===== src/verilog/vpiu_defines.vh =====
// register offsets, field positions, reset values and timing counts of the interrupt unit
`ifndef VPIU_DEFINES_VH
`define VPIU_DEFINES_VH

// ----------------------------------------------------------------
// register offsets
// ----------------------------------------------------------------
`define VPIU_OFS_FIP_HI 8'hD0
`define VPIU_OFS_FIP_LO 8'hD1
`define VPIU_OFS_PEND_HI 8'hD2
`define VPIU_OFS_PEND_LO 8'hD3
`define VPIU_OFS_STATUS 8'hD4
`define VPIU_OFS_REQUEST 8'hDC
`define VPIU_OFS_LEVEL_MASK 8'hDD
`define VPIU_OFS_SYS_MODE 8'hDE
`define VPIU_OFS_PRIO_ORDER 8'hFF

// ----------------------------------------------------------------
// field positions
// ----------------------------------------------------------------
`define VPIU_SMR_GIE 0
`define VPIU_SMR_FAST_EN 1
`define VPIU_SMR_FSEL_LO 2
`define VPIU_IPR_GROUP_HI 2
`define VPIU_IPR_PAIR_A 3
`define VPIU_IPR_B_SWAP 4
`define VPIU_IPR_B_LAST 5
`define VPIU_IPR_C_SWAP 6
`define VPIU_IPR_C_LAST 7

// ----------------------------------------------------------------
// reset values
// ----------------------------------------------------------------
`define VPIU_RST_LEVEL_MASK 8'h00
`define VPIU_RST_SYS_MODE 8'h00
`define VPIU_RST_PRIO_ORDER 8'h00
`define VPIU_RST_FIP 16'h0000

// ----------------------------------------------------------------
// sizes and timing counts (clock periods)
// ----------------------------------------------------------------
`define VPIU_NUM_SRC 27
`define VPIU_NUM_INT 11
`define VPIU_NUM_EXT 16
`define VPIU_NUM_VEC 16
`define VPIU_NUM_LVL 8
`define VPIU_NORMAL_ENTRY_CYC 5'd22
`define VPIU_FAST_ENTRY_CYC 5'd6
`define VPIU_RET_LAST_CNT 5'd4

`endif


===== src/verilog/vpiu_ctrl.v =====
// vectored priority interrupt unit: sources, levels, priority, entry and return sequencing
`timescale 1ns/1ps
`include "vpiu_defines.vh"

module vpiu_ctrl (
	// clock and reset
	input wire core_clk,
	input wire reset_n,
	// register port
	input wire [7:0] reg_addr,
	input wire [7:0] reg_wdata,
	input wire reg_wr,
	input wire reg_rd,
	output reg [7:0] reg_rdata,
	// interrupt sources
	input wire [10:0] int_req,
	input wire [15:0] ext_pin,
	input wire [26:0] src_en,
	// core events
	input wire instr_end,
	input wire ei_exec,
	input wire di_exec,
	input wire return_from_interrupt_instr_exec,
	input wire [15:0] pc_in,
	input wire [7:0] flags_in,
	// core sequencing
	output wire cpu_hold,
	output reg stack_push,
	output reg [15:0] push_data,
	output reg stack_pop,
	input wire [15:0] pop_data,
	output reg vec_rd,
	output reg [15:0] vec_addr,
	input wire [7:0] vec_data,
	output reg pc_load,
	output reg [15:0] pc_value,
	output reg flags_load,
	output reg [7:0] flags_value,
	output reg fast_status_bit
);

// ----------------------------------------------------------------
// static maps
// ----------------------------------------------------------------
localparam S_IDLE = 4'b0001;
localparam S_NORM = 4'b0010;
localparam S_FAST = 4'b0100;
localparam S_RET = 4'b1000;

// internal sources 0..10, pin sources 11..26
function [3:0] src_vec;
	input integer s;
	begin
		case (s)
		0, 9, 10: src_vec = 4'h8;
		1: src_vec = 4'h9;
		2: src_vec = 4'hA;
		3: src_vec = 4'hC;
		4: src_vec = 4'hD;
		5: src_vec = 4'h6;
		6: src_vec = 4'h7;
		7: src_vec = 4'hE;
		8: src_vec = 4'hF;
		11: src_vec = 4'h2;
		12: src_vec = 4'h3;
		13: src_vec = 4'h4;
		14: src_vec = 4'h5;
		15, 16: src_vec = 4'h6;
		17, 18: src_vec = 4'h7;
		19: src_vec = 4'hA;
		20: src_vec = 4'hB;
		21: src_vec = 4'hC;
		22: src_vec = 4'hD;
		23, 24: src_vec = 4'hE;
		default: src_vec = 4'hF;
		endcase
	end
endfunction

// vector index v sits at byte address 2v
function [2:0] vec_lvl;
	input integer v;
	begin
		case (v)
		4, 5: vec_lvl = 3'h0;
		12, 13: vec_lvl = 3'h1;
		6: vec_lvl = 3'h2;
		14: vec_lvl = 3'h4;
		7: vec_lvl = 3'h5;
		8, 9, 10, 11: vec_lvl = 3'h6;
		15: vec_lvl = 3'h7;
		default: vec_lvl = 3'h3;
		endcase
	end
endfunction

// ----------------------------------------------------------------
// reset release and pin synchronisers
// ----------------------------------------------------------------
reg rst_meta;
reg rst_n;
reg [15:0] pin_s1;
reg [15:0] pin_s2;
reg [15:0] pin_s3;

always @(posedge core_clk or negedge reset_n) begin
	if (!reset_n) begin
		rst_meta <= 1'b0;
		rst_n <= 1'b0;
	end else begin
		rst_meta <= 1'b1;
		rst_n <= rst_meta;
	end
end

always @(posedge core_clk or negedge rst_n) begin
	if (!rst_n) begin
		pin_s1 <= 16'h0000;
		pin_s2 <= 16'h0000;
		pin_s3 <= 16'h0000;
	end else begin
		pin_s1 <= ext_pin;
		pin_s2 <= pin_s1;
		pin_s3 <= pin_s2;
	end
end

// ----------------------------------------------------------------
// registers and state
// ----------------------------------------------------------------
reg [7:0] level_mask;
reg [7:0] system_mode_control;
reg [7:0] level_priority_order;
reg [7:0] irq_snap;
reg [15:0] ext_pend;
reg [15:0] fast_instruction_pointer;
reg [7:0] shadow_flags;
reg [3:0] state;
reg [4:0] cnt;
reg [3:0] grant_vec;
reg [15:0] ret_pc;
reg [7:0] ret_flags;
reg [7:0] vec_hi;
reg [15:0] vec_pc;

wire gie = system_mode_control[`VPIU_SMR_GIE];
wire fast_en = system_mode_control[`VPIU_SMR_FAST_EN];
wire [2:0] fast_sel = system_mode_control[`VPIU_SMR_FSEL_LO +: 3];
wire [15:0] pin_fall = pin_s3 & ~pin_s2;
wire wr_pend_hi = reg_wr && (reg_addr == `VPIU_OFS_PEND_HI);
wire wr_pend_lo = reg_wr && (reg_addr == `VPIU_OFS_PEND_LO);
wire [15:0] pend_clr = {wr_pend_hi ? reg_wdata : 8'h00, wr_pend_lo ? reg_wdata : 8'h00};

// ----------------------------------------------------------------
// request gathering
// ----------------------------------------------------------------
wire [26:0] src_act = {ext_pend, int_req} & src_en;
wire [15:0] vec_req;
wire [7:0] level_req;

genvar gv;
generate
	for (gv = 0; gv < `VPIU_NUM_VEC; gv = gv + 1) begin : g_vec
		reg [26:0] sel;
		integer s;
		always @* begin
			sel = 27'h000_0000;
			for (s = 0; s < `VPIU_NUM_SRC; s = s + 1) begin
				sel[s] = (src_vec(s) == gv);
			end
		end
		// reserved pairs have no source mapped onto them
		assign vec_req[gv] = (gv > 1) && |(src_act & sel);
	end
	for (gv = 0; gv < `VPIU_NUM_LVL; gv = gv + 1) begin : g_lvl
		reg [15:0] sel;
		integer v;
		always @* begin
			sel = 16'h0000;
			for (v = 0; v < `VPIU_NUM_VEC; v = v + 1) begin
				sel[v] = (vec_lvl(v) == gv);
			end
		end
		assign level_req[gv] = |(vec_req & sel);
	end
endgenerate

// ----------------------------------------------------------------
// level ordering: 6 group orders x 2 x 4 x 4 = 192 codes
// ----------------------------------------------------------------
reg [5:0] grp_a;
reg [5:0] tail_b;
reg [5:0] tail_c;
reg [8:0] grp_b;
reg [8:0] grp_c;
reg [23:0] order;

always @* begin
	grp_a = level_priority_order[`VPIU_IPR_PAIR_A] ? {3'd0, 3'd1} : {3'd1, 3'd0};
	tail_b = level_priority_order[`VPIU_IPR_B_SWAP] ? {3'd3, 3'd4} : {3'd4, 3'd3};
	tail_c = level_priority_order[`VPIU_IPR_C_SWAP] ? {3'd6, 3'd7} : {3'd7, 3'd6};
	grp_b = level_priority_order[`VPIU_IPR_B_LAST] ? {3'd2, tail_b} : {tail_b, 3'd2};
	grp_c = level_priority_order[`VPIU_IPR_C_LAST] ? {3'd5, tail_c} : {tail_c, 3'd5};
	// first place in the low bits; codes 6 and 7 fall back to code 0
	case (level_priority_order[`VPIU_IPR_GROUP_HI:0])
	3'd1: order = {grp_b, grp_c, grp_a};
	3'd2: order = {grp_c, grp_a, grp_b};
	3'd3: order = {grp_a, grp_c, grp_b};
	3'd4: order = {grp_b, grp_a, grp_c};
	3'd5: order = {grp_a, grp_b, grp_c};
	default: order = {grp_c, grp_b, grp_a};
	endcase
end

// ----------------------------------------------------------------
// winner selection
// ----------------------------------------------------------------
wire [7:0] level_ok = level_req & level_mask & {8{gie}};
reg win_found;
reg [2:0] win_lvl;
reg [3:0] win_vec;
integer p;
integer v;

always @* begin
	win_found = 1'b0;
	win_lvl = 3'd0;
	win_vec = 4'd0;
	// scanned from the bottom so the last hit is the top place
	for (p = `VPIU_NUM_LVL - 1; p >= 0; p = p - 1) begin
		if (level_ok[order[p*3 +: 3]]) begin
			win_found = 1'b1;
			win_lvl = order[p*3 +: 3];
		end
	end
	for (v = `VPIU_NUM_VEC - 1; v >= 2; v = v - 1) begin
		if (vec_req[v] && (vec_lvl(v) == win_lvl)) begin
			win_vec = v[3:0];
		end
	end
end

wire is_idle = (state == S_IDLE);
wire grant = is_idle && instr_end && !return_from_interrupt_instr_exec && win_found;
wire grant_fast = fast_en && (win_lvl == fast_sel);
wire fast_ret = is_idle && return_from_interrupt_instr_exec && fast_status_bit;
wire norm_ret = is_idle && return_from_interrupt_instr_exec && !fast_status_bit;
assign cpu_hold = !is_idle;

// ----------------------------------------------------------------
// software registers
// ----------------------------------------------------------------
always @(posedge core_clk or negedge rst_n) begin
	if (!rst_n) begin
		level_mask <= `VPIU_RST_LEVEL_MASK;
		level_priority_order <= `VPIU_RST_PRIO_ORDER;
		irq_snap <= 8'h00;
		ext_pend <= 16'h0000;
	end else begin
		if (reg_wr && (reg_addr == `VPIU_OFS_LEVEL_MASK)) begin
			level_mask <= reg_wdata;
		end
		if (reg_wr && (reg_addr == `VPIU_OFS_PRIO_ORDER)) begin
			level_priority_order <= reg_wdata;
		end
		// raw levels, masked or not; a write here does nothing
		if (instr_end) begin
			irq_snap <= level_req;
		end
		// a new edge wins over a clear in the same cycle
		ext_pend <= (ext_pend & ~pend_clr) | pin_fall;
	end
end

always @(posedge core_clk or negedge rst_n) begin
	if (!rst_n) begin
		reg_rdata <= 8'h00;
	end else if (reg_rd) begin
		case (reg_addr)
		`VPIU_OFS_FIP_HI: reg_rdata <= fast_instruction_pointer[15:8];
		`VPIU_OFS_FIP_LO: reg_rdata <= fast_instruction_pointer[7:0];
		`VPIU_OFS_PEND_HI: reg_rdata <= ext_pend[15:8];
		`VPIU_OFS_PEND_LO: reg_rdata <= ext_pend[7:0];
		`VPIU_OFS_STATUS: reg_rdata <= {6'h00, cpu_hold, fast_status_bit};
		`VPIU_OFS_REQUEST: reg_rdata <= irq_snap;
		`VPIU_OFS_LEVEL_MASK: reg_rdata <= level_mask;
		`VPIU_OFS_SYS_MODE: reg_rdata <= system_mode_control;
		`VPIU_OFS_PRIO_ORDER: reg_rdata <= level_priority_order;
		default: reg_rdata <= 8'h00;
		endcase
	end else begin
		reg_rdata <= 8'h00;
	end
end

// ----------------------------------------------------------------
// entry and return sequencer
// ----------------------------------------------------------------
always @(posedge core_clk or negedge rst_n) begin
	if (!rst_n) begin
		state <= S_IDLE;
		cnt <= 5'd0;
		system_mode_control <= `VPIU_RST_SYS_MODE;
		fast_status_bit <= 1'b0;
		fast_instruction_pointer <= `VPIU_RST_FIP;
		shadow_flags <= 8'h00;
		grant_vec <= 4'd0;
		ret_pc <= 16'h0000;
		ret_flags <= 8'h00;
		vec_hi <= 8'h00;
		vec_pc <= 16'h0000;
		stack_push <= 1'b0;
		push_data <= 16'h0000;
		stack_pop <= 1'b0;
		vec_rd <= 1'b0;
		vec_addr <= 16'h0000;
		pc_load <= 1'b0;
		pc_value <= 16'h0000;
		flags_load <= 1'b0;
		flags_value <= 8'h00;
	end else begin
		stack_push <= 1'b0;
		stack_pop <= 1'b0;
		vec_rd <= 1'b0;
		pc_load <= 1'b0;
		flags_load <= 1'b0;
		// software writes first; hardware events below override them
		if (reg_wr && (reg_addr == `VPIU_OFS_SYS_MODE)) begin
			system_mode_control <= reg_wdata;
		end
		if (reg_wr && (reg_addr == `VPIU_OFS_FIP_HI)) begin
			fast_instruction_pointer[15:8] <= reg_wdata;
		end
		if (reg_wr && (reg_addr == `VPIU_OFS_FIP_LO)) begin
			fast_instruction_pointer[7:0] <= reg_wdata;
		end
		if (ei_exec) begin
			system_mode_control[`VPIU_SMR_GIE] <= 1'b1;
		end
		if (di_exec) begin
			system_mode_control[`VPIU_SMR_GIE] <= 1'b0;
		end
		case (state)
		S_IDLE: begin
			cnt <= 5'd0;
			if (fast_ret) begin
				pc_load <= 1'b1;
				pc_value <= fast_instruction_pointer;
				fast_instruction_pointer <= pc_in;
				flags_load <= 1'b1;
				flags_value <= shadow_flags;
				fast_status_bit <= 1'b0;
				system_mode_control[`VPIU_SMR_GIE] <= 1'b1;
			end else if (norm_ret) begin
				state <= S_RET;
			end else if (grant) begin
				system_mode_control[`VPIU_SMR_GIE] <= 1'b0;
				grant_vec <= win_vec;
				ret_pc <= pc_in;
				ret_flags <= flags_in;
				state <= grant_fast ? S_FAST : S_NORM;
			end
		end
		S_NORM: begin
			cnt <= cnt + 5'd1;
			if (cnt == 5'd0) begin
				stack_push <= 1'b1;
				push_data <= ret_pc;
			end
			if (cnt == 5'd1) begin
				stack_push <= 1'b1;
				push_data <= {8'h00, ret_flags};
			end
			if (cnt == 5'd2 || cnt == 5'd3) begin
				vec_rd <= 1'b1;
				vec_addr <= {11'h000, grant_vec, cnt[0]};
			end
			if (cnt == 5'd4) begin
				vec_hi <= vec_data;
			end
			if (cnt == 5'd5) begin
				vec_pc <= {vec_hi, vec_data};
			end
			// the sequence spans 22 clocks counting the grant cycle
			if (cnt == `VPIU_NORMAL_ENTRY_CYC - 5'd3) begin
				pc_load <= 1'b1;
				pc_value <= vec_pc;
			end
			if (cnt == `VPIU_NORMAL_ENTRY_CYC - 5'd2) begin
				state <= S_IDLE;
			end
		end
		S_FAST: begin
			cnt <= cnt + 5'd1;
			if (cnt == `VPIU_FAST_ENTRY_CYC - 5'd3) begin
				pc_load <= 1'b1;
				pc_value <= fast_instruction_pointer;
				fast_instruction_pointer <= ret_pc;
				shadow_flags <= ret_flags;
				fast_status_bit <= 1'b1;
			end
			if (cnt == `VPIU_FAST_ENTRY_CYC - 5'd2) begin
				state <= S_IDLE;
			end
		end
		S_RET: begin
			cnt <= cnt + 5'd1;
			// flags were pushed last, so they come back first
			if (cnt == 5'd0 || cnt == 5'd1) begin
				stack_pop <= 1'b1;
			end
			if (cnt == 5'd2) begin
				flags_value <= pop_data[7:0];
			end
			if (cnt == 5'd3) begin
				pc_value <= pop_data;
				pc_load <= 1'b1;
				flags_load <= 1'b1;
				system_mode_control[`VPIU_SMR_GIE] <= 1'b1;
			end
			if (cnt == `VPIU_RET_LAST_CNT) begin
				state <= S_IDLE;
			end
		end
		default: begin
			state <= S_IDLE;
		end
		endcase
	end
end

endmodule // vpiu_ctrl


===== config.mk =====
export PLATFORM = sky130hd
export DESIGN_NAME = vpiu_ctrl
export DESIGN_NICKNAME = d
export VERILOG_FILES = /design/src/verilog/vpiu_ctrl.v
export VERILOG_INCLUDE_DIRS = /design/src /design/src/verilog
export SDC_FILE = /design/constraint.sdc
export NUM_CORES = 1
export LEC_CHECK = 0
export ABC_AREA = 1
export BUFFER_PORTS_ARGS = -buffer_cell sky130_fd_sc_hd__buf_4
export CAP_MARGIN = 40
export CORE_ASPECT_RATIO = 0.5
export CORE_UTILIZATION = 25
export DETAILED_ROUTE_END_ITERATION = 7
export GPL_TIMING_DRIVEN = 0
export PLACE_DENSITY = 0.39
export SLEW_MARGIN = 20
export SYNTH_ARGS = -nofsm -noshare
export SYNTH_HDL_FRONTEND = slang
export SYNTH_SLANG_ARGS = --single-unit

===== constraint.sdc =====
create_clock -name core_clk -period 8.8 [get_ports core_clk]
set_clock_uncertainty 0.1 [all_clocks]
set_input_delay 0 -clock core_clk [delete_from_list [all_inputs] [get_ports core_clk]]
set_output_delay 0 -clock core_clk [all_outputs]
set_load 0.03 [all_outputs]

==> results_dict.tcl <==
set metrics [dict create \
    outcome "finished, final reports clean" \
    clock_sinks 242 \
    period_needed_ps 5044 \
    antenna_found_initial 0 \
    synthCells 1467 \
    clkTransAtPathRegs_ps 60 \
    place_area_um2 14340 \
    yosysSeqAreaShare_pct 50.68 \
    rsz0062_at_grt "false" \
    dieArea_um2 48740 \
    multi_input_area_um2 5077 \
    postCtsResizedCells 0 \
    clk-insertion-delay-late_ps 550 \
    num_rows 56 \
    setup_violations 0 \
    dr.pass1.iters 7 \
    ios 197 \
    start_util_pct 25.42 \
    routed_wl_um 43670 \
    drt_iter0_drc 745 \
    synth.avg_cell_area_um2 8.147 \
    ys_async_sr_fraction_pct 100.0 \
    reg2reg_depth 21 \
    end_kind "flip-flop" \
    finalCritPeriodShare_pct 57.32 \
    cts.path.max_buffers 3 \
    grt_pass1_wl_um 67590 \
    ant_nets 0 \
    hp-class "input pin to flip-flop" \
    min_path_cells 2 \
    coreArea_um2 47020 \
    drv_cap 0 \
    routedWlPerCell_um 17.51 \
    drc 0 \
    avgViaCountPerCell 4.482 \
    ys.flop_type "dfrtp_1" \
    num_vias 11177 \
    setup_ws_ps 3756 \
    cts-root-buf "clkbuf_16" \
    yosys_warnings 0 \
    cts_inserted_buffers 26 \
    critical_path_class "input pin to flip-flop" \
    ys_seq_elements 242 \
    nets 1974 \
    setup.worst_path.start_class "input pin" \
    required_ps 9120 \
    fp.dieH_um 156.6 \
    drv_slew 0 \
    hold_slack_ps 22.67 \
    critPathMaxFanout 10 \
    finish.utilization_pct 35.14 \
    die_w_um 311.2 \
    hpwl_um 33040 \
    synth-edff-count 0 \
    leakagePower_nw 7.845 \
    grt_start_max_net_pins 55 \
    syn_to_final_growth_pct 38.22 \
    worstPathArrival_ps 5360 \
    power.total_mw 3.829 \
    port_buffers 184 \
    finalHoldViolations 0 \
    htreeDepth 1 \
    final_cell_area_um2 16520 \
    routabilityCongestion 0.8796 \
    syn-cell-area_um2 11950 \
    fmaxAchievable_ghz 0.1982 \
    ctsHoldBuffers 135 \
    p_per_area_nw_per_um2 231.8 \
    final-seq-area_um2 6061 \
    fillers 4950 \
    post_cts_buffers 0 \
    slew_headroom_pct 50.70 \
    synth.distinct_cells 52 \
    overflow 0 \
    max-vdd-ir-drop_mv 0.1206 \
    cts_tree "yes" \
    drive_above_1_share_pct 17.21 \
    worstMarginPinSlew_ps 732.7 \
    track_usage_pct 17.89 \
    dp_worst_setup_slack_ps 4553 \
    grt_pass1_vias 11491 \
]
state kept, by name, summed over array words and instances (netlist names), 16 cells and up:
name and cells:
ext_pend 16, fast_instruction_pointer 16, pc_value 16, pin_s1 16, pin_s2 16, pin_s3 16, push_data 16, ret_pc 16
vec_pc 16
kinds of logic (layout without fill, tap and decap cells):
kind of cell	after synthesis	count (layout)	share of synthesized area, %
and+or+nand+nor	687	687	24.61
AOI/OAI and AO/OA	288	288	14.15
DFF	242	242	50.68
buffers and inverters	214	591	7.255
muxes	16	16	1.508
adders and majority gates	13	13	1.361
xor gates and xnor gates	5	5	0.3664
other	2	14	0.06284
per-stage QoR:
step | TNS (ps) | std cells
3_5_place_dp | 0 | 2310
4_1_cts | 0 | 2492
2_1_floorplan | 0 | 1477
5_1_grt | 0 | 2492
6_report | 0 | 2494
3_3_place_gp | -512630 | 2299
Yosys cell counts (all sizes together), types with 2 or more instances:
cell type  instances  area, um2
nand2            474       1867
dfrtp            241       6031
o21ai            178      902.1
inv              163      616.8
nand3            106      583.1
nor2              81      329.1
clkbuf            32      120.1
a21oi             23      115.1
a22oi             17      127.6
buf               17      122.6
a41oi             16      140.1
mux2              16      180.2
a31oi             15      93.84
a221oi            14      122.6
ha                13      162.7
nand4             10      68.81
o211ai             8      60.06
nor3               6      30.03
nor4               6      37.54
o22ai              6      37.54
xor2               4      35.03
a211oi             2      15.01
clkinv             2      7.510
conb               2      7.510
o221ai             2      17.52
routing by layer:
metal / global-route usage [%] / wire (um) / vias up / part of all wire, %
met5: 0 / 0 / - / 0
met3: 2.001 / 1244 / 47 / 2.8
li1: - / - / 5570 / -
met1: 24.57 / 21010 / 5368 / 48
met4: 3.214 / 715 / 0 / 1.6
met2: 30.64 / 20700 / 192 / 47
cells in the final DEF, fill, tap and decap left out, types with 6 or more instances in the layout:
cell / n
nand2_1: 451
dfrtp_1: 240
buf_4: 200
o21ai_0: 165
inv_1: 153
dlygate4sd3_1: 135
nand3_1: 100
nor2_1: 75
clkbuf_1: 41
clkbuf_16: 26
a21oi_1: 23
a22oi_1: 17
nand2_2: 17
mux2_2: 16
a41oi_1: 16
a31oi_1: 15
a221oi_1: 14
ha_1: 13
conb_1: 12
o21ai_1: 10
nand4_1: 9
inv_2: 8
o211ai_1: 8
clkbuf_8: 8
nor3_1: 6
buf_2: 6
nand2_4: 6
o22ai_1: 6
critical path, stage by stage:
cell and delay (ps):
dlygate4sd3_1 550, buf_4 130, nand2_1 40, dlygate4sd3_1 540, nand2_1 60, dlygate4sd3_1 570
nor2_1 170, nor2_1 160, inv_1 220, nand2_1 80, nand3_1 70, nand2_1 70
nand2_1 70, nand2_1 90, nor4_1 500, nand2_1 210, nand2_1 390, inv_1 260
buf_2 280, o31ai_1 100, inv_1 60, nand2_1 90, dlygate4sd3_1 580, nand2_1 60
final timing paths:
check	from	end	slack [ps]
worst max-delay path	src_en[4]	grant_vec[0]$_DFFE_PN0P_	3760
worst min-delay path	ext_pin[7]	pin_s1[7]$_DFF_PN0_	20
worst max register to register	ext_pend[8]$_DFF_PN0_	grant_vec[0]$_DFFE_PN0P_	3840
worst min register to register	rst_meta$_DFF_PN0_	rst_n$_DFF_PN0_	250
max in group asynchronous	rst_n$_DFF_PN0_	pin_s2[4]$_DFF_PN0_	7320
min in group asynchronous	reset_n	rst_n$_DFF_PN0_	200
power by group:
group,total [mW],internal (mW),switching (mW)
Clock,1.07,0.613,0.455
Combinational,1.31,0.482,0.824
Sequential,1.45,1.30,0.151
Total,3.83,2.40,1.43
layout make-up:
type | instances | share of cell area, %
antenna | 2 | 0.03030
multi-input combinational | 1021 | 30.74
tap | 638 | 4.832
timing repair buffer | 330 | 17.47
clock buffer | 43 | 4.810
clock inverter | 4 | 0.1894
inverter | 165 | 3.779
sequential | 242 | 36.69
buffer | 49 | 1.469
Note: power is estimated with default switching activity, not from simulation.
